File: config.mk
export PLATFORM = sky130hd
export DESIGN_NAME = oscc_core
export DESIGN_NICKNAME = d
export VERILOG_FILES = /design/src/logic/oscc_pkg.sv /design/src/logic/oscc_sync3.sv /design/src/logic/oscc_core.sv
export SDC_FILE = /design/constraint.sdc
export NUM_CORES = 1
export LEC_CHECK = 0
export BUFFER_PORTS_ARGS = -buffer_cell sky130_fd_sc_hd__buf_2
export CORE_MARGIN = 4
export CORE_UTILIZATION = 61
export CTS_CLUSTER_SIZE = 16
export DETAILED_ROUTE_END_ITERATION = 8
export PLACE_DENSITY = 0.79
export REMOVE_ABC_BUFFERS = 1
export SLEW_MARGIN = 20
export SYNTH_ARGS = -nofsm -noshare
export SYNTH_HDL_FRONTEND = slang
export SYNTH_SLANG_ARGS = --single-unit
File: constraint.sdc
create_clock -name sys_clk_i -period 3.8 [get_ports sys_clk_i]
set_input_delay 0.38 -clock sys_clk_i [delete_from_list [all_inputs] [get_ports sys_clk_i]]
set_output_delay 0.38 -clock sys_clk_i [all_outputs]
set_load 0.01 [all_outputs]
File: src/logic/oscc_pkg.sv
// Constants for the on/off switch cycle controller core.
// Assumes a 40 MHz system clock; all analog sensing arrives as comparator levels.
package oscc_pkg;
	// ****************************************
	// Clock and oscillator
	// ****************************************
	localparam int CLK_HZ = 40_000_000;
	localparam int OSC_HZ = 132_000;
	localparam int DITHER_PP_HZ = 8_000;
	localparam int DITHER_RATE_HZ = 1_000;
	localparam int PERIOD_MIN = CLK_HZ / (OSC_HZ + DITHER_PP_HZ / 2);
	localparam int PERIOD_MAX = CLK_HZ / (OSC_HZ - DITHER_PP_HZ / 2);
	localparam int DITHER_SPAN = PERIOD_MAX - PERIOD_MIN;
	localparam int DITHER_STEP = CLK_HZ / (DITHER_RATE_HZ * 2 * DITHER_SPAN);
	localparam int MAX_DUTY_PCT = 65;
	localparam int DUTY_CYC = (CLK_HZ / OSC_HZ) * MAX_DUTY_PCT / 100;
	localparam int PERIOD_W = 10;
	localparam int DSTEP_W = 11;
	localparam int DOFF_W = 5;

	// ****************************************
	// Pulse timing
	// ****************************************
	localparam int BLANK_NS = 200;
	localparam int BLANK_CYC = (BLANK_NS * (CLK_HZ / 1_000_000) + 999) / 1000;
	localparam int MIN_ON_NS = 400;
	localparam int MIN_ON_CYC = (MIN_ON_NS * (CLK_HZ / 1_000_000)) / 1000;
	localparam int TIMER_W = 8;

	// ****************************************
	// Auto-restart, counted in oscillator cycles
	// ****************************************
	localparam int FAULT_MS = 64;
	localparam int OFF_MS = 2500;
	localparam int FAULT_OSC = FAULT_MS * OSC_HZ / 1000;
	localparam int OFF_OSC = OFF_MS * (OSC_HZ / 1000);
	localparam int AR_W = 20;

	// ****************************************
	// Current limit state machine
	// ****************************************
	localparam int RUN_UP = 2;
	localparam int SKIP_DOWN = 4;
	localparam int SEQ_W = 4;
	localparam logic [1:0] LEVEL_MAX = 2'h3;
	localparam logic [1:0] CAP_STD = 2'h0;
	localparam logic [1:0] CAP_LOW = 2'h1;
	localparam logic [1:0] CAP_HIGH = 2'h2;

	// Pin input bit positions in the synchroniser bus
	localparam int IN_EN = 0;
	localparam int IN_ILIM = 1;
	localparam int IN_LINE_OK = 2;
	localparam int IN_NO_RES = 3;
	localparam int IN_BP_LOW = 4;
	localparam int IN_BP_REG = 5;
	localparam int IN_HOT = 6;
	localparam int IN_COOLED = 7;
	localparam int IN_BP_SHUT = 8;
	localparam int IN_CAP0 = 9;
	localparam int IN_W = 11;

	typedef enum logic [0:0] {
		AR_RUN = 1'b0,
		AR_OFF = 1'b1
	} oscc_ar_e;
endpackage : oscc_pkg

File: src/logic/oscc_sync3.sv
// Three-stage pin synchroniser with agreement filter.
// Assumes every bit is an asynchronous level from outside the clock domain.
`timescale 1ns/1ps
`default_nettype none
module oscc_sync3 #(
	parameter int WIDTH = 1
) (
	input wire logic sys_clk_i,
	input wire logic reset_n_i,
	input wire logic [WIDTH-1:0] pin_i,
	output logic [WIDTH-1:0] level_o
);
	logic [WIDTH-1:0] s1_q, s2_q, s3_q, lvl_q;
	logic [WIDTH-1:0] lvl_d;

	// Stage one feeds only stage two; a bit moves once stages two and three agree
	always_comb begin
		lvl_d = (~(s2_q ^ s3_q) & s2_q) | ((s2_q ^ s3_q) & lvl_q);
	end

	always_ff @(posedge sys_clk_i) begin
		if (!reset_n_i) begin
			s1_q <= '0;
			s2_q <= '0;
			s3_q <= '0;
			lvl_q <= '0;
		end else begin
			s1_q <= pin_i;
			s2_q <= s1_q;
			s3_q <= s2_q;
			lvl_q <= lvl_d;
		end
	end

	assign level_o = lvl_q;
endmodule : oscc_sync3
`default_nettype wire

File: src/logic/oscc_core.sv
// Digital core of an on/off switch cycle controller.
// Assumes comparator levels from the analog front end on asynchronous pins.
// Notes on behaviour
// - Free-running oscillator gives cycle start, duty limit
// - Jitter range about 8 kHz, swept at 1 kHz
// - Enable sampled at cycle start decides conduction
// - Enable low while pin current above threshold
// - Enable changes after sampling are ignored
// - Limit level steps down light, up heavy
// - Current limit ends conduction for the cycle
// - Limit comparator blanked after each turn-on
// - Supply lockout below 4.9 V until 5.85 V
// - Regulator charges only while switch is off
// - Thermal shutdown at 142 C, 75 C hysteresis
// - Enable low clears the auto-restart counter
// - No enable low 64 ms, off 2.5 s
// - Line undervoltage halts the off-time counter
// - Extension holds switch past duty end until limit
// - Extension off until first enable low
// - Start-up and restart need line current ok
// - Hold rail low during start-up line undervoltage
// - Tiny line current means no resistor, ignore
// - Supply capacitor size sets the limit select output
// - Supply shutdown latch, released below 4.9 V
// - Short on-time lowers frequency at start-up/overload
`timescale 1ns/1ps
`default_nettype none
module oscc_core
	import oscc_pkg::*;
#(
	parameter int FAULT_CYC = FAULT_OSC,
	parameter int OFF_CYC = OFF_OSC
) (
	input wire logic sys_clk_i,
	input wire logic reset_n_i,
	input wire logic enable_line_sense_input_i,
	input wire logic cur_limit_trip_i,
	input wire logic line_current_ok_i,
	input wire logic line_no_resistor_i,
	input wire logic supply_below_low_i,
	input wire logic supply_at_reg_i,
	input wire logic die_hot_i,
	input wire logic die_cooled_i,
	input wire logic supply_shutdown_i,
	input wire logic [1:0] supply_cap_size_i,
	output logic power_switch_o,
	output logic max_duty_signal_o,
	output logic cycle_start_o,
	output logic [1:0] cur_limit_level_o,
	output logic [1:0] cur_limit_select_o,
	output logic regulator_charge_o,
	output logic rail_hold_low_o,
	output logic restart_off_o,
	output logic extension_active_o
);
	// ****************************************
	// Pin synchronisers
	// ****************************************
	logic [IN_W-1:0] pins, lvl;
	assign pins = {supply_cap_size_i, supply_shutdown_i, die_cooled_i, die_hot_i,
		supply_at_reg_i, supply_below_low_i, line_no_resistor_i, line_current_ok_i,
		cur_limit_trip_i, enable_line_sense_input_i};

	oscc_sync3 #(.WIDTH(IN_W)) u_sync (
		.sys_clk_i(sys_clk_i),
		.reset_n_i(reset_n_i),
		.pin_i(pins),
		.level_o(lvl)
	);

	logic en_s, ilim_s, line_uv;
	assign en_s = lvl[IN_EN];
	assign ilim_s = lvl[IN_ILIM];
	assign line_uv = !lvl[IN_NO_RES] && !lvl[IN_LINE_OK];

	// ****************************************
	// Oscillator with jitter
	// ****************************************
	logic [PERIOD_W-1:0] cnt_q, cnt_d, period_q, period_d;
	logic [DSTEP_W-1:0] dstep_q, dstep_d;
	logic [DOFF_W-1:0] doff_q, doff_d;
	logic dir_q, dir_d, tick, cs_q, cs_d, dmax_q, dmax_d, slow_q;

	always_comb begin
		tick = (cnt_q == period_q - PERIOD_W'(1));
		cnt_d = tick ? '0 : cnt_q + PERIOD_W'(1);
		cs_d = tick;
		dmax_d = (cnt_d < PERIOD_W'(DUTY_CYC));
		dstep_d = dstep_q + DSTEP_W'(1);
		doff_d = doff_q;
		dir_d = dir_q;
		if (dstep_q == DSTEP_W'(DITHER_STEP - 1)) begin
			dstep_d = '0;
			doff_d = dir_q ? doff_q + DOFF_W'(1) : doff_q - DOFF_W'(1);
			if (dir_q && doff_q == DOFF_W'(DITHER_SPAN - 1)) begin
				dir_d = 1'b0;
			end else if (!dir_q && doff_q == DOFF_W'(1)) begin
				dir_d = 1'b1;
			end
		end
		// Period only changes at a boundary so a cycle never tears
		period_d = period_q;
		if (tick) begin
			period_d = PERIOD_W'(PERIOD_MIN) + PERIOD_W'(doff_q);
			if (slow_q) begin
				period_d = period_d << 1;
			end
		end
	end

	always_ff @(posedge sys_clk_i) begin
		if (!reset_n_i) begin
			cnt_q <= '0;
			period_q <= PERIOD_W'(PERIOD_MIN);
			dstep_q <= '0;
			doff_q <= '0;
			dir_q <= 1'b1;
			cs_q <= 1'b0;
			dmax_q <= 1'b0;
		end else begin
			cnt_q <= cnt_d;
			period_q <= period_d;
			dstep_q <= dstep_d;
			doff_q <= doff_d;
			dir_q <= dir_d;
			cs_q <= cs_d;
			dmax_q <= dmax_d;
		end
	end

	// ****************************************
	// Protection latches
	// ****************************************
	logic uvlo_q, uvlo_d, hot_q, hot_d, shut_q, shut_d, pwrup_q, pwrup_d;
	logic cap_taken_q, cap_taken_d;
	logic [1:0] cap_q, cap_d;

	always_comb begin
		uvlo_d = uvlo_q;
		if (lvl[IN_BP_LOW]) begin
			uvlo_d = 1'b1;
		end else if (lvl[IN_BP_REG]) begin
			uvlo_d = 1'b0;
		end
		hot_d = hot_q;
		if (lvl[IN_HOT]) begin
			hot_d = 1'b1;
		end else if (lvl[IN_COOLED]) begin
			hot_d = 1'b0;
		end
		shut_d = shut_q;
		if (lvl[IN_BP_SHUT]) begin
			shut_d = 1'b1;
		end else if (lvl[IN_BP_LOW]) begin
			shut_d = 1'b0;
		end
		pwrup_d = pwrup_q && !cs_d;
		if (pwrup_q && tick && !line_uv) begin
			pwrup_d = 1'b0;
		end
		// Strap read at first cycle start, after the synchroniser settled
		cap_taken_d = cap_taken_q || tick;
		cap_d = cap_q;
		if (tick && !cap_taken_q) begin
			case (lvl[IN_CAP0+1:IN_CAP0])
				CAP_LOW: cap_d = CAP_LOW;
				CAP_HIGH: cap_d = CAP_HIGH;
				default: cap_d = CAP_STD;
			endcase
		end
	end

	always_ff @(posedge sys_clk_i) begin
		if (!reset_n_i) begin
			uvlo_q <= 1'b1;
			hot_q <= 1'b0;
			shut_q <= 1'b0;
			pwrup_q <= 1'b1;
			cap_taken_q <= 1'b0;
			cap_q <= CAP_STD;
		end else begin
			uvlo_q <= uvlo_d;
			hot_q <= hot_d;
			shut_q <= shut_d;
			pwrup_q <= pwrup_d | (pwrup_q & line_uv);
			cap_taken_q <= cap_taken_d;
			cap_q <= cap_d;
		end
	end

	// ****************************************
	// Auto-restart and limit level sequencing
	// ****************************************
	oscc_ar_e ar_q, ar_d;
	logic [AR_W-1:0] ar_cnt_q, ar_cnt_d;
	logic [SEQ_W-1:0] run_q, run_d, skip_q, skip_d;
	logic [1:0] lvl_q, lvl_d;
	logic ext_q, ext_d;

	always_comb begin
		ar_d = ar_q;
		ar_cnt_d = ar_cnt_q;
		run_d = run_q;
		skip_d = skip_q;
		lvl_d = lvl_q;
		ext_d = ext_q;
		if (tick) begin
			case (ar_q)
				AR_RUN: begin
					if (!en_s) begin
						ar_cnt_d = '0;
					end else if (ar_cnt_q == AR_W'(FAULT_CYC - 1)) begin
						ar_cnt_d = '0;
						ar_d = AR_OFF;
					end else begin
						ar_cnt_d = ar_cnt_q + AR_W'(1);
					end
				end
				AR_OFF: begin
					if (line_uv) begin
						ar_cnt_d = ar_cnt_q;
					end else if (ar_cnt_q >= AR_W'(OFF_CYC - 1)) begin
						ar_cnt_d = '0;
						ar_d = AR_RUN;
					end else begin
						ar_cnt_d = ar_cnt_q + AR_W'(1);
					end
				end
				default: ar_d = AR_RUN;
			endcase
			if (en_s) begin
				skip_d = '0;
				run_d = run_q + SEQ_W'(1);
				if (run_q == SEQ_W'(RUN_UP - 1)) begin
					run_d = '0;
					if (lvl_q != LEVEL_MAX) begin
						lvl_d = lvl_q + 2'h1;
					end
				end
			end else begin
				run_d = '0;
				ext_d = 1'b1;
				skip_d = skip_q + SEQ_W'(1);
				if (skip_q == SEQ_W'(SKIP_DOWN - 1)) begin
					skip_d = '0;
					if (lvl_q != 2'h0) begin
						lvl_d = lvl_q - 2'h1;
					end
				end
			end
		end
	end

	always_ff @(posedge sys_clk_i) begin
		if (!reset_n_i) begin
			ar_q <= AR_RUN;
			ar_cnt_q <= '0;
			run_q <= '0;
			skip_q <= '0;
			lvl_q <= LEVEL_MAX;
			ext_q <= 1'b0;
		end else begin
			ar_q <= ar_d;
			ar_cnt_q <= ar_cnt_d;
			run_q <= run_d;
			skip_q <= skip_d;
			lvl_q <= lvl_d;
			ext_q <= ext_d;
		end
	end

	// ****************************************
	// Switch drive
	// ****************************************
	logic sw_q, sw_d, block, slow_d, hold_d, hold_q;
	logic [TIMER_W-1:0] blank_q, blank_d, on_q, on_d;

	always_comb begin
		// Start-up and restart still need line current before the first turn-on
		block = uvlo_q || hot_q || shut_q || (ar_q == AR_OFF)
			|| ((pwrup_q || ar_q == AR_OFF) && line_uv);
		sw_d = sw_q;
		blank_d = (blank_q != '0) ? blank_q - TIMER_W'(1) : blank_q;
		on_d = (sw_q && on_q != '1) ? on_q + TIMER_W'(1) : on_q;
		slow_d = slow_q;
		if (tick) begin
			sw_d = en_s && !block;
			blank_d = TIMER_W'(BLANK_CYC);
			on_d = '0;
		end else if (sw_q) begin
			if (blank_q == '0 && ilim_s) begin
				sw_d = 1'b0;
			end else if (!dmax_q && !ext_q) begin
				sw_d = 1'b0;
			end
		end
		if (sw_q && !sw_d) begin
			// Short pulses at start-up or overload mean the loop has lost control
			slow_d = (on_q < TIMER_W'(MIN_ON_CYC)) && (!ext_q || ar_cnt_q != '0);
		end
		hold_d = pwrup_q && line_uv;
	end

	always_ff @(posedge sys_clk_i) begin
		if (!reset_n_i) begin
			sw_q <= 1'b0;
			blank_q <= '0;
			on_q <= '0;
			slow_q <= 1'b0;
			hold_q <= 1'b0;
		end else begin
			sw_q <= sw_d;
			blank_q <= blank_d;
			on_q <= on_d;
			slow_q <= slow_d;
			hold_q <= hold_d;
		end
	end

	logic chg_q, ar_off_q;
	always_ff @(posedge sys_clk_i) begin
		if (!reset_n_i) begin
			chg_q <= 1'b1;
			ar_off_q <= 1'b0;
		end else begin
			chg_q <= !sw_d;
			ar_off_q <= (ar_d == AR_OFF);
		end
	end

	assign power_switch_o = sw_q;
	assign max_duty_signal_o = dmax_q;
	assign cycle_start_o = cs_q;
	assign cur_limit_level_o = lvl_q;
	assign cur_limit_select_o = cap_q;
	assign regulator_charge_o = chg_q;
	assign rail_hold_low_o = hold_q;
	assign restart_off_o = ar_off_q;
	assign extension_active_o = ext_q;
endmodule : oscc_core
`default_nettype wire

==> metrics.yaml, run 1 <==
timing:
  max_freq_mhz: 303
  hold_viol_final: 0
  timing.final.crit_period_ns: 3.30
  setup_viol_count_final: 0
  layout_worst_path_cycle_share_pct: 86.9
  final_max_slew_viol_count: 0
  grt_setup_unrepaired: "false"
  max_slew.worst_pin.slew_ns: 0.814
  timing.slew.headroom_pct: 44.2
  fin_worst_skew_ns: 0.00671
  fin_setup_tns_ns: 0
finish:
  seqCellArea_um2: 2840
  final_design_area_no_fill_um2: 7190
  layout.nets: 800
  fillCellCount: 820
  finished_core_util_pct: 70.0
  fin_cells: 919
  fraction_of_final_layout_cells_with_drive_strength_greater_than_1_pct: 9.45
  antenna_cells_inserted: 0
  multi_input_comb_area_um2: 3330
  area_growth_pct: 12.1
clock_network:
  tritoncts_num_sinks: 142
  postCtsHoldBufs: 0
  path_clk_slew_ns: 0.06
  cts.root.buffer_cell: "sky130_fd_sc_hd__clkbuf_8"
  cts_max_path_buffers: 2
  numCtsBuffers: 17
  cts_repair_resize_count: 0
  worstSkewPairLatency_ns: 0.54
  cts_htree_levels: 4
  cts_setup_buffers: 0
  tritoncts: "done"
synth:
  avgSynthCellArea_um2: 8.45
  postSynth.asyncResetShare_pct: 0
  seq_area_frac_synth_pct: 44.3
  synth-edff-count: 0
  synth_ff_type: "sky130_fd_sc_hd__dfxtp_1"
  synth_seq_cells: 142
  synth_cell_type_count: 59
  synth_area_um2: 6410
  syn_inst: 759
  synth_warnings: 0
grt:
  global_route_wire_length_before_repair_um: 23500
  largest_net_degree_at_the_start_of_global_routing: 58
  track_usage_pct: 23.1
  via_count_of_the_first_global_routing_pass: 5313
  grt_util_met2_pct: 38.6
  gr-max-usage-layer: "met2"
  grt.met3_usage_pct: 7.78
  met1_usage_pct: 27.7
  antenna_violations_before_repair: 0
  gr-total-overflow: 0
placed_design:
  detailed_place.area_um2: 6620
  dp.cells: 887
  placement.io_buffers: 23
  place_congestion: 0.851
  post-dp-hpwl_um: 8710
critical_path:
  crit_path_buf_inv_count: 1
  critical-path-slowest-cell: "sky130_fd_sc_hd__or4_1"
  cell_by_cell_trace_of_the_critical_path: "or3_4 -> or4_4 -> a2111oi_4 -> nand3_1 -> or2_1 -> buf_4 -> or4_1 -> a21oi_1"
  crit_path_start_kind: "flop"
  worst-endpoint-arrival_ns: 3.77
  worst-endpoint-required_ns: 4.27
  worstSetupPathDepth: 8
  critical_path.endpoint_type: "flop"
  maximum_net_fanout_on_the_critical_path: 57
  cpLargestDelayFamily: "simple AND/OR/NAND/NOR gates"
  reg2reg_setup_slack_ns: 0.50
  slowest_delay_ns: 0.56
  timing.setup.critical_path_class: "flop to flop"
  worst-r2r-cell-count: 8
  regToRegStartpoint: "period_q[2]"
  worstReg2RegEnd: "skip_q[3]"
hold_path:
  min-delay-path-class: "primary input to flop"
  hold_start: "enable_line_sense_input_i"
  min_delay_worst_endpoint: "u_sync.s1_q[0]"
  hold-path-cell-count: 2
run:
  max-cap-violations: 0
power:
  power_mw: 3.51
  static-leakage-power_nw: 2.64
  peakVddDrop_mv: 0.429
  power_density_nw_per_um2: 488
floorplan:
  io_pins: 24
  die_width_um: 111
  die_height_um: 111
  floorplan.initialDensity_pct: 62.4
  core_region_area_um2: 10300
  core.rowCount: 37
  fp.dieArea_um2: 12200
route:
  finalWirelength_um: 13500
  drc: 0
  viasPerCell: 5.85
  total_number_of_vias: 5376
  number_of_iterations_in_the_first_detailed_routing_pass: 6
  wire_per_inst_um: 14.7
  detailedRoute.firstIterationViolations: 401
  remaining_number_of_nets_flagged_by_the_antenna_check_after_routing: 0
run_status:
  status: "complete, no violations"
## worst max path at each step
stage	startpoint	endpoint	slack, ns
5_1_grt	period_q[2]	skip_q[3]	0.32
3_5_place_dp	period_q[2]	cur_limit_select_o[1]	0.56
2_1_floorplan	period_q[2]	blank_q[2]	0.20
6_report	period_q[2]	skip_q[3]	0.50
4_1_cts	period_q[2]	skip_q[3]	0.53
3_3_place_gp	period_q[2]	skip_q[3]	0.63
## cells by family (layout without fill, tap and decap cells)
group | after synthesis | after routing | synth area share, %
fa+ha+maj | 17 | 17 | 3.32
xor+xnor | 41 | 41 | 5.60
mux | 7 | 7 | 1.09
simple gates | 326 | 326 | 26.1
compound gates | 161 | 161 | 15.8
flops | 142 | 142 | 44.3
buf+inv | 65 | 89 | 3.82
## sequential cells by signal, indices dropped and copies added (netlist names), 2 cells and up, named ones only
register and cells:
ar_cnt_q 20, blank_q 8, cnt_q 10, cur_limit_level_o 2, cur_limit_select_o 2, doff_q 5
dstep_q 11, on_q 8, period_q 10, run_q 4, skip_q 4, u_sync.s1_q 11
u_sync.s2_q 11, u_sync.s3_q 11
## stage by stage
step,hold WS [ns],setup WS (ns)
floorplan,0.412,0.197
global placement,0.413,0.627
detailed placement,0.418,0.559
CTS,0.0163,0.534
global route,0.0142,0.320
finish,0.0412,0.497
## cell usage in the layout, fill, tap and decap left out, drive strengths merged, types with 4 or more instances in the layout
master and instances:
dfxtp 142, nor2 85, nand2 69, a21oi 61, and2 38, o21ai 34, buf 34, inv 30
nand3 26, xnor2 21, xor2 20, clkbuf 20, o31ai 18, nor3 17, ha 17, or3 14
nor4 13, nand4 11, nor2b 9, a31oi 9, and3 8, or4 8, mux2i 7, nand3b 6
o211ai 5, a21o 4, o21a 4, o311ai 4
## routing by layer
metal / wire length [um] / up-vias / share of wire [%]
met5: 0 / - / 0
met1: 6130 / 2567 / 45
met4: 162 / 0 / 1.2
li1: - / 2691 / -
met3: 592 / 14 / 4.4
met2: 6640 / 104 / 49
## cells in the mapped netlist (all sizes together) (18+ instances only)
| master | instances | area share [%] |
|---|---|---|
| dfxtp | 142 | 44 |
| nor2 | 85 | 5.0 |
| nand2 | 69 | 4.0 |
| a21oi | 61 | 4.8 |
| and2 | 38 | 3.7 |
| clkbuf | 38 | 2.2 |
| o21ai | 34 | 2.7 |
| nand3 | 26 | 2.0 |
| inv | 23 | 1.3 |
| xnor2 | 21 | 2.9 |
| xor2 | 20 | 2.7 |
| o31ai | 18 | 2.1 |
## where the power goes
part / leakage (nW) / switching (mW) / internal, mW / total, mW
combinational: 1.21 / 0.184 / 0.133 / 0.317
sequential: 1.15 / 0.0491 / 1.55 / 1.60
clock: 0.274 / 0.673 / 0.920 / 1.59
total: 2.64 / 0.905 / 2.60 / 3.51
## layout make-up
cell class                 count  area share [%]
multi-input combinational    552            46.2
sequential                   142            39.5
clock buffer                  20            6.19
timing repair buffer          34            2.75
tap                          136            2.37
clock inverter                12            1.72
inverter                      23            1.20
Note: power is estimated with default switching activity, not from simulation.
==> inputs of run 2 (changes only) <==
Settings changed: CORE_ASPECT_RATIO set to 1.4.
==> run 2 against run 1 <==
  * Wire length fell by 2.8%
  * Non-clock buffer count rose by 1
  * Cell count is 0.33% higher
  * Total power about the same
  * Sequential power about the same
  * Critical endpoint is now ar_cnt_q[3]
  * Largest power group is now the clock network
==> metrics.yaml, run 2 (synthesized netlist as in run 1, its figures left out) <==
run_status:
  status: "complete, no violations"
critical_path:
  worstReg2RegEnd: "ar_cnt_q[3]"
  slowest_delay_ns: 0.55  # about the same
  maximum_net_fanout_on_the_critical_path: 10  # -82%
  worst-endpoint-arrival_ns: 3.57  # -0.20 ns
  regToRegStartpoint: "period_q[2]"
  reg2reg_setup_slack_ns: 0.57  # +0.07 ns
  worst-r2r-cell-count: 7  # -1
  worst-endpoint-required_ns: 4.14  # -0.13 ns
  crit_path_start_kind: "flop"
  timing.setup.critical_path_class: "flop to flop"
  critical_path.endpoint_type: "flop"
  cell_by_cell_trace_of_the_critical_path: "or3_4 -> or4_4 -> a2111oi_4 -> nand4_1 -> or3_1 -> or4b_1 -> a21oi_1"
  critical-path-slowest-cell: "sky130_fd_sc_hd__or3_1"
placed_design:
  detailed_place.area_um2: 6630  # +0.15%
  placement.io_buffers: 23  # unchanged
  place_congestion: 0.849  # -0.18%
  pre_cts_slack_ns: 0.607  # +0.0481 ns
  post-dp-hpwl_um: 8760  # +0.61%
  dp.cells: 890  # +0.34%
floorplan:
  die_width_um: 94.7  # -14%
  die_height_um: 129  # +17%
  fp.dieArea_um2: 12200  # +0.19%
  io_pins: 24  # unchanged
  core.rowCount: 44  # +19%
  floorplan.initialDensity_pct: 62.0  # -0.44 points
  core_region_area_um2: 10300  # +0.71%
clock_network:
  worstSkewPairLatency_ns: 0.42  # -0.12 ns
  cts_repair_resize_count: 0  # unchanged
  cts_htree_levels: 4  # unchanged
  cts.root.buffer_cell: "sky130_fd_sc_hd__clkbuf_16"
  cts_setup_buffers: 0  # unchanged
  cts_max_path_buffers: 2  # unchanged
  postCtsHoldBufs: 0  # unchanged
  tritoncts_num_sinks: 142  # unchanged
  tritoncts: "done"
  numCtsBuffers: 17  # unchanged
  path_clk_slew_ns: 0.07  # about the same
timing:
  fin_worst_skew_ns: 0.0101  # +0.00339 ns
  final_max_slew_viol_count: 0  # unchanged
  grt_setup_unrepaired: "false"
  layout_worst_path_cycle_share_pct: 85.1  # -1.8 points
  timing.final.crit_period_ns: 3.23  # -0.0689 ns
  max_slew.worst_pin.slew_ns: 0.678  # -0.135 ns
  hold_viol_final: 0  # unchanged
  setup_viol_count_final: 0  # unchanged
  holdWs_ns: 0.160  # +0.118 ns
  max_freq_mhz: 309  # +2.1%
  finalWorstSetupSlack_ns: 0.566  # +0.0689 ns
  timing.slew.headroom_pct: 54.7  # +11 points
  fin_setup_tns_ns: 0  # unchanged
finish:
  fraction_of_final_layout_cells_with_drive_strength_greater_than_1_pct: 9.69  # +0.24 points
  finished_core_util_pct: 69.7  # -0.31 points
  largest_register_ffs: 20  # unchanged
  multi_input_comb_area_um2: 3330  # unchanged
  fillCellCount: 904  # +10%
  fin_cells: 922  # +0.33%
  seqCellArea_um2: 2840  # unchanged
  final_design_area_no_fill_um2: 7210  # +0.26%
  mostFrequentLayoutCells: "sky130_fd_sc_hd__dfxtp_1 (142), sky130_fd_sc_hd__nor2_1 (85), sky130_fd_sc_hd__nand2_1 (69), sky130_fd_sc_hd__a21oi_1 (61), sky130_fd_sc_hd__and2_1 (38)"
  layout.nets: 801  # +0.13%
  antenna_cells_inserted: 0  # unchanged
  area_growth_pct: 12.4
  most_common_library_cell_in_the_layout_ignoring_fill_and_taps: "sky130_fd_sc_hd__dfxtp_1"
  max_flop_register: "ar_cnt_q"
route:
  remaining_number_of_nets_flagged_by_the_antenna_check_after_routing: 0  # unchanged
  detailedRoute.firstIterationViolations: 317  # -21%
  finalWirelength_um: 13200  # -2.8%
  viasPerCell: 5.88  # +0.45%
  total_number_of_vias: 5418  # +0.78%
  number_of_iterations_in_the_first_detailed_routing_pass: 5  # -1
  drc: 0  # unchanged
  wire_per_inst_um: 14.3  # -3.1%
hold_path:
  min-delay-path-class: "primary input to flop"
  hold_start: "die_hot_i"
  hold-path-cell-count: 2  # unchanged
  min_delay_worst_endpoint: "u_sync.s1_q[6]"
grt:
  largest_net_degree_at_the_start_of_global_routing: 60  # +3.4%
  track_usage_pct: 22.8  # -0.22 points
  antenna_violations_before_repair: 0  # unchanged
  grt_util_met2_pct: 39.0  # +0.44 points
  met1_usage_pct: 27.0  # -0.64 points
  gr-total-overflow: 0  # unchanged
  global_route_wire_length_before_repair_um: 22600  # -3.7%
  via_count_of_the_first_global_routing_pass: 5117  # -3.7%
  grt.met3_usage_pct: 5.28  # -2.5 points
  gr-max-usage-layer: "met2"
power:
  power_density_nw_per_um2: 487  # -0.19%
  power_mw: 3.51  # about the same
  peakVddDrop_mv: 0.355  # -17%
  static-leakage-power_nw: 2.66  # +0.67%
run:
  max-cap-violations: 0  # unchanged
## run 2: metal layers
| metal | up-vias | wire (um) |
|---|---|---|
| met5 | - | 0 |
| li1 | 2700 | - |
| met2 | 125 | 6690 |
| met4 | 0 | 298 |
| met1 | 2560 | 5590 |
| met3 | 33 | 575 |
## run 2: cell type report
cell class | instances | share of cell area (%)
inverters | 23 | 1.20
multi-input cells | 552 | 46.1
clock inverters | 14 | 1.93
flip-flops and latches | 142 | 39.4
repair buffers | 35 | 2.85
well taps | 138 | 2.39
clock buffers | 18 | 6.09
## run 2: worst max path at each step
stage | from | end | slack [ns] | cells after the start
after floorplan | period_q[2] | blank_q[2] | 0.20 | 7
after global placement | period_q[2] | ar_cnt_q[3] | 0.69 | 7
final | period_q[2] | ar_cnt_q[3] | 0.57 | 7
after CTS | period_q[2] | ar_cnt_q[3] | 0.59 | 7
after detailed placement | period_q[2] | ar_cnt_q[3] | 0.61 | 7
after global routing | period_q[2] | ar_cnt_q[3] | 0.45 | 7
## run 2: critical path: cells and delay by family, from the launching register on
family | cells | cell delay [ns]
AO/OA/AOI/OAI | 2 | 0.54
flip-flops | 1 | 0.37
AND/OR/NAND/NOR | 5 | 2.24
## run 2: where the power goes
part | switching [mW] | internal, mW
clock | 0.715 | 0.892
sequential | 0.0453 | 1.55
combinational | 0.176 | 0.133
==> inputs of run 3 (changes only) <==
--- a/config.mk
+++ b/config.mk
@@ -10,6 +10,5 @@
 export CORE_MARGIN = 4
-export CORE_UTILIZATION = 61
+export CORE_UTILIZATION = 28
 export CTS_CLUSTER_SIZE = 16
 export DETAILED_ROUTE_END_ITERATION = 8
-export PLACE_DENSITY = 0.79
 export REMOVE_ABC_BUFFERS = 1
==> constraint.sdc (replaced) <==
create_clock -name sys_clk_i -period 3.8 [get_ports sys_clk_i]
set_input_delay 0.19 -clock sys_clk_i [delete_from_list [all_inputs] [get_ports sys_clk_i]]
set_output_delay 0.19 -clock sys_clk_i [all_outputs]
set_load 0.01 [all_outputs]
==> run 3 against run 2 <==
  * Total power up 1.4%
  * First-iteration DRC count down 14%
  * Cell count up 19%
  * Die area up 110%
  * Sequential power about the same
  * Design area up 4.7%
  * Flip-flop and latch count unchanged
  * Critical endpoint is now period_q[0]
==> metrics.yaml, run 3 (synthesized netlist as in run 1, its figures left out) <==
run_status:
  status: "complete, no violations"
timing:
  setup_viol_count_final: 0  # unchanged
  fin_worst_skew_ns: 0.0148  # +0.00466 ns
  final_max_slew_viol_count: 0  # unchanged
  max_freq_mhz: 309  # about the same
  max_slew.worst_pin.slew_ns: 0.924  # +0.246 ns
  fin_setup_tns_ns: 0  # unchanged
  finalWorstSetupSlack_ns: 0.566  # -0.000390 ns
  timing.final.crit_period_ns: 3.23  # +0.000390 ns
  hold_viol_final: 0  # unchanged
  timing.slew.headroom_pct: 37.8  # -17 points
  grt_setup_unrepaired: "false"
  layout_worst_path_cycle_share_pct: 85.1  # about the same
finish:
  fraction_of_final_layout_cells_with_drive_strength_greater_than_1_pct: 9.67  # -0.021 points
  seqCellArea_um2: 2840  # unchanged
  max_flop_register: "ar_cnt_q"
  layout.nets: 813  # +1.5%
  mostFrequentLayoutCells: "sky130_fd_sc_hd__dfxtp_1 (142), sky130_fd_sc_hd__nor2_1 (85), sky130_fd_sc_hd__nand2_1 (69), sky130_fd_sc_hd__a21oi_1 (61), sky130_fd_sc_hd__and2_1 (38)"
  largest_register_ffs: 20  # unchanged
  antenna_cells_inserted: 0  # unchanged
  multi_input_comb_area_um2: 3330  # unchanged
  area_growth_pct: 17.7
  most_common_library_cell_in_the_layout_ignoring_fill_and_taps: "sky130_fd_sc_hd__dfxtp_1"
  fillCellCount: 2344  # +160%
grt:
  largest_net_degree_at_the_start_of_global_routing: 60  # unchanged
  global_route_wire_length_before_repair_um: 23500  # +4.2%
  antenna_violations_before_repair: 0  # unchanged
  track_usage_pct: 11.2  # -12 points
  gr-total-overflow: 0  # unchanged
  via_count_of_the_first_global_routing_pass: 5045  # -1.4%
clock_network:
  cts.root.buffer_cell: "sky130_fd_sc_hd__clkbuf_16"
  cts_max_path_buffers: 2  # unchanged
  cts_htree_levels: 4  # unchanged
  tritoncts_num_sinks: 142  # unchanged
  worstSkewPairLatency_ns: 0.43  # about the same
  path_clk_slew_ns: 0.06  # about the same
  cts_repair_resize_count: 0  # unchanged
  numCtsBuffers: 17  # unchanged
  tritoncts: "done"
floorplan:
  die_height_um: 187  # +45%
  die_width_um: 136  # +44%
  floorplan.initialDensity_pct: 28.5  # -33 points
  io_pins: 24  # unchanged
  core.rowCount: 65  # +48%
  core_region_area_um2: 22500  # +120%
  fp.dieArea_um2: 25400  # +110%
critical_path:
  crit_path_start_kind: "flop"
  reg2reg_setup_slack_ns: 0.57  # about the same
  worst-endpoint-arrival_ns: 3.58  # about the same
  maximum_net_fanout_on_the_critical_path: 41  # +31
  timing.setup.critical_path_class: "flop to flop"
  critical_path.endpoint_type: "flop"
  worst-endpoint-required_ns: 4.15  # about the same
route:
  remaining_number_of_nets_flagged_by_the_antenna_check_after_routing: 0  # unchanged
  number_of_iterations_in_the_first_detailed_routing_pass: 4  # -1
  drc: 0  # unchanged
  finalWirelength_um: 13600  # +3.5%
  wire_per_inst_um: 12.4  # -13%
  viasPerCell: 4.77  # -19%
  total_number_of_vias: 5236  # -3.4%
  detailedRoute.firstIterationViolations: 272  # -14%
run:
  max-cap-violations: 0  # unchanged
power:
  peakVddDrop_mv: 0.255  # -28%
  power_mw: 3.56  # +1.4%
  static-leakage-power_nw: 2.70  # +1.5%
  power_density_nw_per_um2: 471  # -3.1%
hold_path:
  min-delay-path-class: "primary input to flop"
placed_design:
  placement.io_buffers: 23  # unchanged
  place_congestion: 0.816  # -4.0%
  post-dp-hpwl_um: 9060  # +3.4%
  pre_cts_slack_ns: 0.570  # -0.0373 ns
## run 3: timing repair
action	in CTS	in global routing
hold endpoints to repair	11	0
buffers inserted	0	0
hold buffers	11	0
## run 3: layer usage
| layer | routed length (um) | up-vias | global-route usage (%) |
|---|---|---|---|
| li1 | - | 2715 | - |
| met1 | 6190 | 2421 | 13.2 |
| met2 | 6730 | 78 | 19.1 |
| met3 | 398 | 22 | 2.72 |
| met4 | 289 | 0 | 5.28 |
| met5 | 0 | - | 0 |
## run 3: worst max-delay path, stage by stage, from the launching register on
cell	delay [ns]
sky130_fd_sc_hd__dfxtp_1	0.36
sky130_fd_sc_hd__or3_4	0.43
sky130_fd_sc_hd__or4_4	0.50
sky130_fd_sc_hd__a2111oi_4	0.37
sky130_fd_sc_hd__nand3_1	0.12
sky130_fd_sc_hd__or2_2	0.59
sky130_fd_sc_hd__buf_4	0.32
sky130_fd_sc_hd__or3_1	0.33
sky130_fd_sc_hd__a21oi_1	0.14
## run 3: final timing paths
check / start / endpoint / cells past startpoint
max reg2reg: period_q[2] / period_q[0] / 8
min reg2reg: u_sync.s1_q[3] / u_sync.s2_q[3] / 1
min: reset_n_i / shut_q / 3
max: period_q[2] / period_q[0] / 8
## run 3: cell type report
type	instances	share of cell area, %
Sequential cell	142	37.7
Multi-Input combinational cell	552	44.1
Inverter	23	1.14
Clock buffer	20	6.05
Clock inverter	12	1.79
Tap cell	301	4.99
Timing Repair Buffer	47	4.28
## run 3: per-stage QoR
step           std cells  utilization (%)  instance area [um^2]  hold slack [ns]
2_1_floorplan        717                -                  6250            0.252
3_3_place_gp        1054             30.4                  6840            0.395
3_5_place_dp        1054             30.4                  6840            0.399
4_1_cts             1097             33.5                  7550            0.196
5_1_grt             1097             33.5                  7550            0.250
6_report            1097             33.5                  7550            0.207
## run 3: report_power, final
part	internal, mW	total [mW]	switching, mW	leakage [nW]
combinational	0.140	0.308	0.168	1.27
clock	1.00	1.66	0.653	0.279
sequential	1.55	1.59	0.0445	1.15
total	2.69	3.56	0.866	2.70
